File: config.mk
export PLATFORM = sky130hd
export DESIGN_NAME = smsc_cpu_flat
export DESIGN_NICKNAME = d
export VERILOG_FILES = /design/src/common/smsc_pkg.sv /design/src/common/smsc_if.sv /design/src/logic/smsc_cpu.sv /design/src/flat_wrapper.sv
export VERILOG_INCLUDE_DIRS = /design/src /design/src/common
export SDC_FILE = /design/constraint.sdc
export NUM_CORES = 1
export LEC_CHECK = 0
export BUFFER_PORTS_ARGS = -buffer_cell sky130_fd_sc_hd__buf_2
export CAP_MARGIN = 40
export CORE_ASPECT_RATIO = 1.1
export CORE_UTILIZATION = 49
export DETAILED_ROUTE_END_ITERATION = 7
export HOLD_SLACK_MARGIN = 0.08
export PLACE_DENSITY = 0.81
export SYNTH_ARGS = -nofsm -noshare
export SYNTH_HDL_FRONTEND = slang
export SYNTH_SLANG_ARGS = --single-unit
File: constraint.sdc
create_clock -name mclk -period 2.8 [get_ports mclk]
set_input_delay 0.84 -clock mclk [delete_from_list [all_inputs] [get_ports mclk]]
set_output_delay 0.84 -clock mclk [all_outputs]
set_load 0.03 [all_outputs]
File: src/common/smsc_cfg.svh
`ifndef SMSC_CFG_SVH
`define SMSC_CFG_SVH
`define SMSC_MODE_ADDR 24'h00_FF00
`define SMSC_PAGE_ADDR 24'h00_FF01
`define SMSC_MODE_BIT 6
`define SMSC_MODE_RST 1'b0
`define SMSC_PAGE_RST 8'h00
`define SMSC_PAGE_BYTES 24'h01_0000
`define SMSC_HOST_CTRL 12'h000
`define SMSC_HOST_WDATA 12'h004
`define SMSC_HOST_STAT 12'h008
`define SMSC_HOST_RDATA 12'h00C
`define SMSC_HOST_CB 12'h010
`define SMSC_CB_RST 8'h01
`endif

File: src/common/smsc_pkg.sv
package smsc_pkg;
  typedef enum logic [2:0] {
    SMSC_IDLE = 3'b001,
    SMSC_REQ = 3'b010,
    SMSC_DONE = 3'b100
  } smsc_state_e;
  typedef logic [7:0] smsc_byte_t;
endpackage : smsc_pkg

File: src/common/smsc_if.sv
`timescale 1ns/1ps
interface smsc_if;
  logic [23:0] io_addr;
  logic io_wr;
  logic io_rd;
  logic [7:0] io_wdata;
  logic [7:0] io_rdata;
  logic inst_end;
  logic call_push_cb;
  logic irq_block;
  logic [7:0] stack_page;
  modport dev (input io_addr, io_wr, io_rd, io_wdata, inst_end,
               output io_rdata, call_push_cb, irq_block, stack_page);
  modport cpu (output io_addr, io_wr, io_rd, io_wdata, inst_end,
               input io_rdata, call_push_cb, irq_block, stack_page);
endinterface : smsc_if

File: src/logic/smsc_cpu.sv
// The APB slave port was decided locally.
`timescale 1ns/1ps
`include "smsc_cfg.svh"
// cpu-side stand-in: takes byte i/o orders over apb and drives the device end
module smsc_cpu
  import smsc_pkg::*;
(
  input wire logic mclk,
  input wire logic sys_rst,
  smsc_if.cpu bus,
  input wire logic psel,
  input wire logic penable,
  input wire logic pwrite,
  input wire logic [11:0] paddr,
  input wire logic [31:0] pwdata,
  output logic [31:0] prdata,
  output logic pready,
  output logic pslverr
);
  smsc_state_e state_q;
  logic [23:0] addr_q;
  logic wr_q;
  logic [7:0] wdata_q;
  logic [7:0] rdata_q;
  logic [7:0] cb_q;
  logic [31:0] prdata_q;
  logic acc;
  logic busy;
  logic mapped;

  assign acc = psel && penable;
  assign busy = state_q != SMSC_IDLE;
  assign mapped = paddr inside {`SMSC_HOST_CTRL, `SMSC_HOST_WDATA, `SMSC_HOST_STAT,
                                `SMSC_HOST_RDATA, `SMSC_HOST_CB};

  // ctrl: bit0 go, bit1 write, bits 31:8 io address; cb bank is chosen by software
  always_ff @(posedge mclk) begin
    if (sys_rst) begin
      addr_q <= 24'h00_0000;
      wr_q <= 1'b0;
      wdata_q <= 8'h00;
      cb_q <= `SMSC_CB_RST;
    end else if (acc && pwrite) begin
      if (paddr == `SMSC_HOST_CTRL && !busy) begin
        addr_q <= pwdata[31:8];
        wr_q <= pwdata[1];
      end
      if (paddr == `SMSC_HOST_WDATA) begin
        wdata_q <= pwdata[7:0];
      end
      if (paddr == `SMSC_HOST_CB) begin
        cb_q <= pwdata[7:0];
      end
    end
  end

  // one access cycle, then one instruction-end cycle
  always_ff @(posedge mclk) begin
    if (sys_rst) begin
      state_q <= SMSC_IDLE;
    end else begin
      unique case (state_q)
        SMSC_IDLE: begin
          if (acc && pwrite && paddr == `SMSC_HOST_CTRL && pwdata[0]) begin
            state_q <= SMSC_REQ;
          end
        end
        SMSC_REQ: state_q <= SMSC_DONE;
        SMSC_DONE: state_q <= SMSC_IDLE;
      endcase
    end
  end

  always_ff @(posedge mclk) begin
    if (sys_rst) begin
      rdata_q <= 8'h00;
    end else if (state_q == SMSC_DONE && !wr_q) begin
      rdata_q <= bus.io_rdata;
    end
  end

  always_ff @(posedge mclk) begin
    if (sys_rst) begin
      prdata_q <= 32'h0000_0000;
    end else if (psel && !penable && !pwrite) begin
      unique case (paddr)
        `SMSC_HOST_CTRL: prdata_q <= {addr_q, 6'h00, wr_q, 1'b0};
        `SMSC_HOST_WDATA: prdata_q <= {24'h00_0000, wdata_q};
        `SMSC_HOST_STAT: prdata_q <= {12'h000, bus.stack_page, 9'h000, bus.call_push_cb, bus.irq_block, busy};
        `SMSC_HOST_RDATA: prdata_q <= {24'h00_0000, rdata_q};
        `SMSC_HOST_CB: prdata_q <= {24'h00_0000, cb_q};
        default: prdata_q <= 32'h0000_0000;
      endcase
    end
  end

  assign bus.io_addr = addr_q;
  assign bus.io_wr = state_q == SMSC_REQ && wr_q;
  assign bus.io_rd = state_q == SMSC_REQ && !wr_q;
  assign bus.io_wdata = wdata_q;
  assign bus.inst_end = state_q == SMSC_DONE;
  assign prdata = prdata_q;
  assign pready = 1'b1;
  assign pslverr = acc && !mapped;
endmodule : smsc_cpu

File: src/flat_wrapper.sv
// flat-port wrapper written by rule: the top's interface ports become plain ports
module smsc_cpu_flat import smsc_pkg::*;
  (mclk, sys_rst, psel, penable, pwrite, paddr, pwdata, prdata, pready, pslverr, bus_io_addr, bus_io_wr, bus_io_rd, bus_io_wdata, bus_inst_end, bus_io_rdata, bus_call_push_cb, bus_irq_block, bus_stack_page);
  smsc_if bus_i ();
  input wire logic mclk;
  input wire logic sys_rst;
  input wire logic psel;
  input wire logic penable;
  input wire logic pwrite;
  input wire logic [11:0] paddr;
  input wire logic [31:0] pwdata;
  output logic [31:0] prdata;
  output logic pready;
  output logic pslverr;
  output wire logic [$bits(bus_i.io_addr)-1:0] bus_io_addr;
  output wire logic [$bits(bus_i.io_wr)-1:0] bus_io_wr;
  output wire logic [$bits(bus_i.io_rd)-1:0] bus_io_rd;
  output wire logic [$bits(bus_i.io_wdata)-1:0] bus_io_wdata;
  output wire logic [$bits(bus_i.inst_end)-1:0] bus_inst_end;
  input wire logic [$bits(bus_i.io_rdata)-1:0] bus_io_rdata;
  input wire logic [$bits(bus_i.call_push_cb)-1:0] bus_call_push_cb;
  input wire logic [$bits(bus_i.irq_block)-1:0] bus_irq_block;
  input wire logic [$bits(bus_i.stack_page)-1:0] bus_stack_page;
  assign bus_io_addr = bus_i.io_addr;
  assign bus_io_wr = bus_i.io_wr;
  assign bus_io_rd = bus_i.io_rd;
  assign bus_io_wdata = bus_i.io_wdata;
  assign bus_inst_end = bus_i.inst_end;
  assign bus_i.io_rdata = bus_io_rdata;
  assign bus_i.call_push_cb = bus_call_push_cb;
  assign bus_i.irq_block = bus_irq_block;
  assign bus_i.stack_page = bus_stack_page;
  smsc_cpu u_core (.mclk(mclk), .sys_rst(sys_rst), .bus(bus_i), .psel(psel), .penable(penable), .pwrite(pwrite), .paddr(paddr), .pwdata(pwdata), .prdata(prdata), .pready(pready), .pslverr(pslverr));
endmodule
* After elaboration in Yosys (flattened, before gate mapping)
Cells that the tools add are included.
** Operators by class
- Multiplexer cells :: 3
- Eq/ne operators :: 9
- Reductions and logical operators :: 21
** Operator list (number)
- 32-bit one-hot mux with 5 select lines :: 1
- 12-bit by 4-bit equality test with 1-bit output (second input constant) :: 2
- 12-bit by 3-bit equality test with 1-bit output (second input constant) :: 1
- 12-bit by 5-bit equality test with 1-bit output (second input constant) :: 1
- 12-bit zero test :: 1
- 1-bit logical AND :: 11
- 3-bit one-hot mux with 3 select lines :: 1
- 2-bit AND reduction :: 3
- 1-bit zero test :: 5
- 5-bit nonzero test :: 1
- 3-bit by 1-bit equality test with 1-bit output (second input constant) :: 1
- 3-bit by 2-bit equality test with 1-bit output (second input constant) :: 1
- 3-bit equality test (second input constant) :: 1
- 3-bit two-way mux :: 1
- 3-bit by 1-bit inequality test with 1-bit output (second input constant) :: 1
- 2-bit by 1-bit inequality test with 1-bit output (second input constant) :: 1
** Storage, ports and cells
- Output and inout port bits :: 69
- Bits of input ports :: 67
- Word-level logic and storage cells :: 40
- Flip-flop bits (word level) :: 84

* Longest topological paths before layout
- Depth after elaboration :: 6
- Depth in mapped cells :: 8
- Mapped depth without buffers :: 4

* Worst setup path before layout
OpenSTA, ideal clock, no wires.
- Kind :: in2out
- Start :: input port paddr[9]
- End :: output port pslverr
- Stages :: 3
- Data required time :: 1960 ps
- Arrival time :: 1806 ps
- Path slack :: 154 ps
- Buffers on the path :: 0
- Path through :: nor4_1 -> nand2_1 -> o211a_1
** Between the ends
- Word-level cells in the longest chain between the ends :: 4
- Elaborated cells on any way between the ends :: 8
- Classes of those cells :: eq/ne: 4; reduce/logical: 4
** Ends and longest elaborated chain
- start: declaration :: line flat_wrapper.sv:10 : input wire logic [11:0] paddr;
- 12-bit by 3-bit equality test with 1-bit output, or another cell as far along :: line smsc_cpu.sv:33 : assign mapped = paddr inside {`SMSC_HOST_CTRL, `SMSC_HOST_WDATA, `SMSC_HOST_STAT,
- 5-bit nonzero test * :: line smsc_cpu.sv:33
- 1-bit zero test * :: line smsc_cpu.sv:104 : assign pslverr = acc && !mapped;
- 1-bit logical AND * :: line smsc_cpu.sv:104
- end: declaration :: line flat_wrapper.sv:14 : output logic pslverr;
Every way passes the cells marked *; elsewhere a longest branch is shown, timed or not.

* Worst setup path in the final report
Ends and elaborated chain as after synthesis.

==> reports/metrics.sh <==
FF2FF_PATH_DEPTH=4
SYNTH_AREA_LEADERS='dfxtp_1, nand2b_1, mux2i_1'
POST_LAYOUT_NETS=596
CELLPOWERDENSITY_nW_PER_UM2=502
HOLD-WORST-SLACK_PS=457
HOLD_PATH_CLASS='reg2reg'
GRT_PASS1_WL_UM=15700
DIE_X_UM=84.8
POST-PLACE-WS_PS=130
STATUS='finished, violations left'
GR-TOTAL-OVERFLOW=0
TIMING.FMAX_MHz=384
FP.DIEH_UM=93.1
MAPPEDNETLISTNETS=469
YOSYS_REGISTER_BITS=84
FLOORPLAN.INITIALDENSITY_PCT=51.6
CTS.HTREE.LEVELS=3
NUM_VIAS=3480
GRT_SETUP_UNREPAIRED='no'
CTS_MADE_BUFFERS=9
YS_TOP_CELLS_BY_COUNT='dfxtp_1, nand2b_1, nor2_1'
LEAKAGEPOWER_nW=1.97
SLEW-LIMIT-HEADROOM_PCT=64.2
WORST_SLEW_PIN_SLEW_PS=536
CLOCKROOTBUFFER='clkbuf_8'
CRITPATHLAUNCHTYPE='primary input'
FILLER_CELL_COUNT=570
POST_CTS.REPAIR.SETUP_BUFFERS=0
FLOORPLAN.CORE_AREA_UM2=7170
CTS_MAX_PATH_BUFFERS=2
GRTUSAGETOTAL_PCT=25.1
ANTENNA_CELLS_INSERTED=0
DRV_SLEW=0
FLOORPLAN.DIE_AREA_UM2=7900
SETUP.WORST_PATH.CLASS='in2out'
YS_ASYNC_SR_FRACTION_PCT=0
POSTSYNTHCELLCOUNT=402
SYNTH_TOP_AREA_SHARE_PCT=45.5
DRV.MAX_CAP_VIOLATION_COUNT=0
LAYOUT_WORST_PATH_CYCLE_SHARE_PCT=93.0
CTS_NUM_SINKS=84
ANTENNA_VIOLATIONS_BEFORE_REPAIR=0
DETAILED_PLACE_HPWL_UM=6950
SYN_AVG_CELL_AREA_UM2=9.20
CTS_RESIZED=0
SYNTHFLOPTYPE='dfxtp_1'
IO_BUFFER_COUNT=134
SYNTHTOLAYOUTAREAGROWTH_PCT=26.6
DRIVE_GT1_SHARE_PCT=35.2
GRT_PASS1_VIAS=3338
FIN_TOTAL_PWR_mW=2.35
WORST-PATH-MAX-FANOUT=2
SYNTH-EDFF-COUNT=0
FIRST_ITER_VIOLATIONS=159
GRT_MAX_DEGREE=88
ROUTE.FINAL.WIRE_LENGTH_UM=9760
CTS_TREE='built'
IOPINCOUNT=136
ROUTE.DETAILED.DRC=7
FINAL_ROUTED_WIRE_LENGTH_DIVIDED_BY_CELL_COUNT_UM=15.8
FINAL_HOLD_VIOL_COUNT=0
SKEW_PS=8.53
PLACEMENTROWS=32
ROUTE.ANTENNA.REMAINING_NETS=0
NETLIST.TOP_CELL.BY_AREA='dfxtp_1'
SETUP.WORST_PATH.END_CLASS='output port'
MAX-VDD-IR-DROP_uV=392
TIMING.CRITICAL_PATH.ARRIVAL_PS=1770
POST_CTS_HOLD_BUFFER_COUNT=0
SEQUENTIAL_TO_TOTAL_AREA_SHARE_FROM_YOSYS_STAT_PCT=45.5
TIMING.FINAL.SETUP_VIOLATIONS=0
FAILED_CHECKS='design-rule violations'
WORST_SKEW_PAIR.LATE_LATENCY_PS=350
DETAIL_ROUTE.VIAS_PER_CELL=5.62
SETUP_TOTAL_NEGATIVE_SLACK_PS=0
YOSYS_WARNING_TOTAL=0
CTS.CLK_SLEW.WORST_PATHS_PS=80
HOLD_PATH_DEPTH=2
SYNTH.MOST_COMMON_CELL='dfxtp_1'
YOSYS.CELL_TYPES.COUNT=41
POST-ROUTE-WORST-SETUP-SLACK_PS=195
WORST_EP_REQUIRED_TIME_PS=1960
POST-ROUTE-MIN-PERIOD_PS=2610
SYNTHESIS.AREA_UM2=3700
GP_CONGESTION=0.842
FIRST_PASS_ITERS=8
## per-layer routing
metal	vias up	track usage (%)	routed length [µm]
met1	1630	29.3	4000
met2	148	44.6	4950
li1	1684	-	-
met5	-	0	0
met3	18	5.21	624
met4	0	10.3	195
## placed cells by master (no fill, tap or decap), drive strengths merged, types with 16 or more instances in the layout
master	n
buf	148
nor2	31
nand2	28
mux2	16
dfxtp	84
a32oi	18
o21ai	23
nand3	18
nand2b	51
mux2i	26
a21oi	23
## sequential cells by signal (all words and copies together) (netlist names)
name / count
u_core.bus.io_wdata: 8
u_core.prdata: 32
u_core.cb_q: 8
u_core.wr_q: 1
u_core.bus.io_addr: 24
u_core.rdata_q: 8
u_core.state_q: 3
## through the flow
stage,cells,area [µm²],utilization [%]
2_1_floorplan,402,3700,-
3_3_place_gp,603,4450,62.1
3_5_place_dp,603,4450,62.1
4_1_cts,619,4670,65.2
5_1_grt,619,4680,65.3
6_report,619,4680,65.3
## area by class of cell
class	instances	area (µm²)	area share [%]
timing repair buffer	148	801	17.1
sequential	84	1680	35.9
tap	85	106	2.27
clock buffer	10	138	2.94
inverter	1	3.75	0.0802
multi-input combinational	285	1860	39.8
clock inverter	6	86.3	1.84
## cells by family (layout without fill, tap and decap cells)
family / after synthesis / after routing / share of synthesized area, %
other: 1 / 1 / 0.101
AOI/OAI and AO/OA: 84 / 84 / 14.8
muxes: 42 / 42 / 11.9
DFF: 84 / 84 / 45.5
and+or+nand+nor: 158 / 158 / 23.5
buffers and inverters: 33 / 165 / 4.30
## critical path, stage by stage
cell and delay [ps]:
buf_2 120, nor4_2 310, nand2_1 110, o211a_1 230, buf_2 170
## where the power goes
part           internal (mW)  switching [mW]
Clock                  0.527           0.443
Combinational         0.0799          0.0944
Sequential              1.20         0.00471
## path summary, 6_finish.rpt
check,from,to,slack [ps]
worst max-delay path,paddr[9],pslverr,190
worst min register to register,u_core.rdata_q[3]$_SDFFE_PP0P_,u_core.rdata_q[3]$_SDFFE_PP0P_,460
worst min-delay path,u_core.rdata_q[3]$_SDFFE_PP0P_,u_core.rdata_q[3]$_SDFFE_PP0P_,460
worst max register to register,u_core.state_q[0]$_SDFFE_PP1P_,u_core.bus.io_addr[12]$_SDFFE_PP0P_,1120
(Power assumes the default switching activity.)
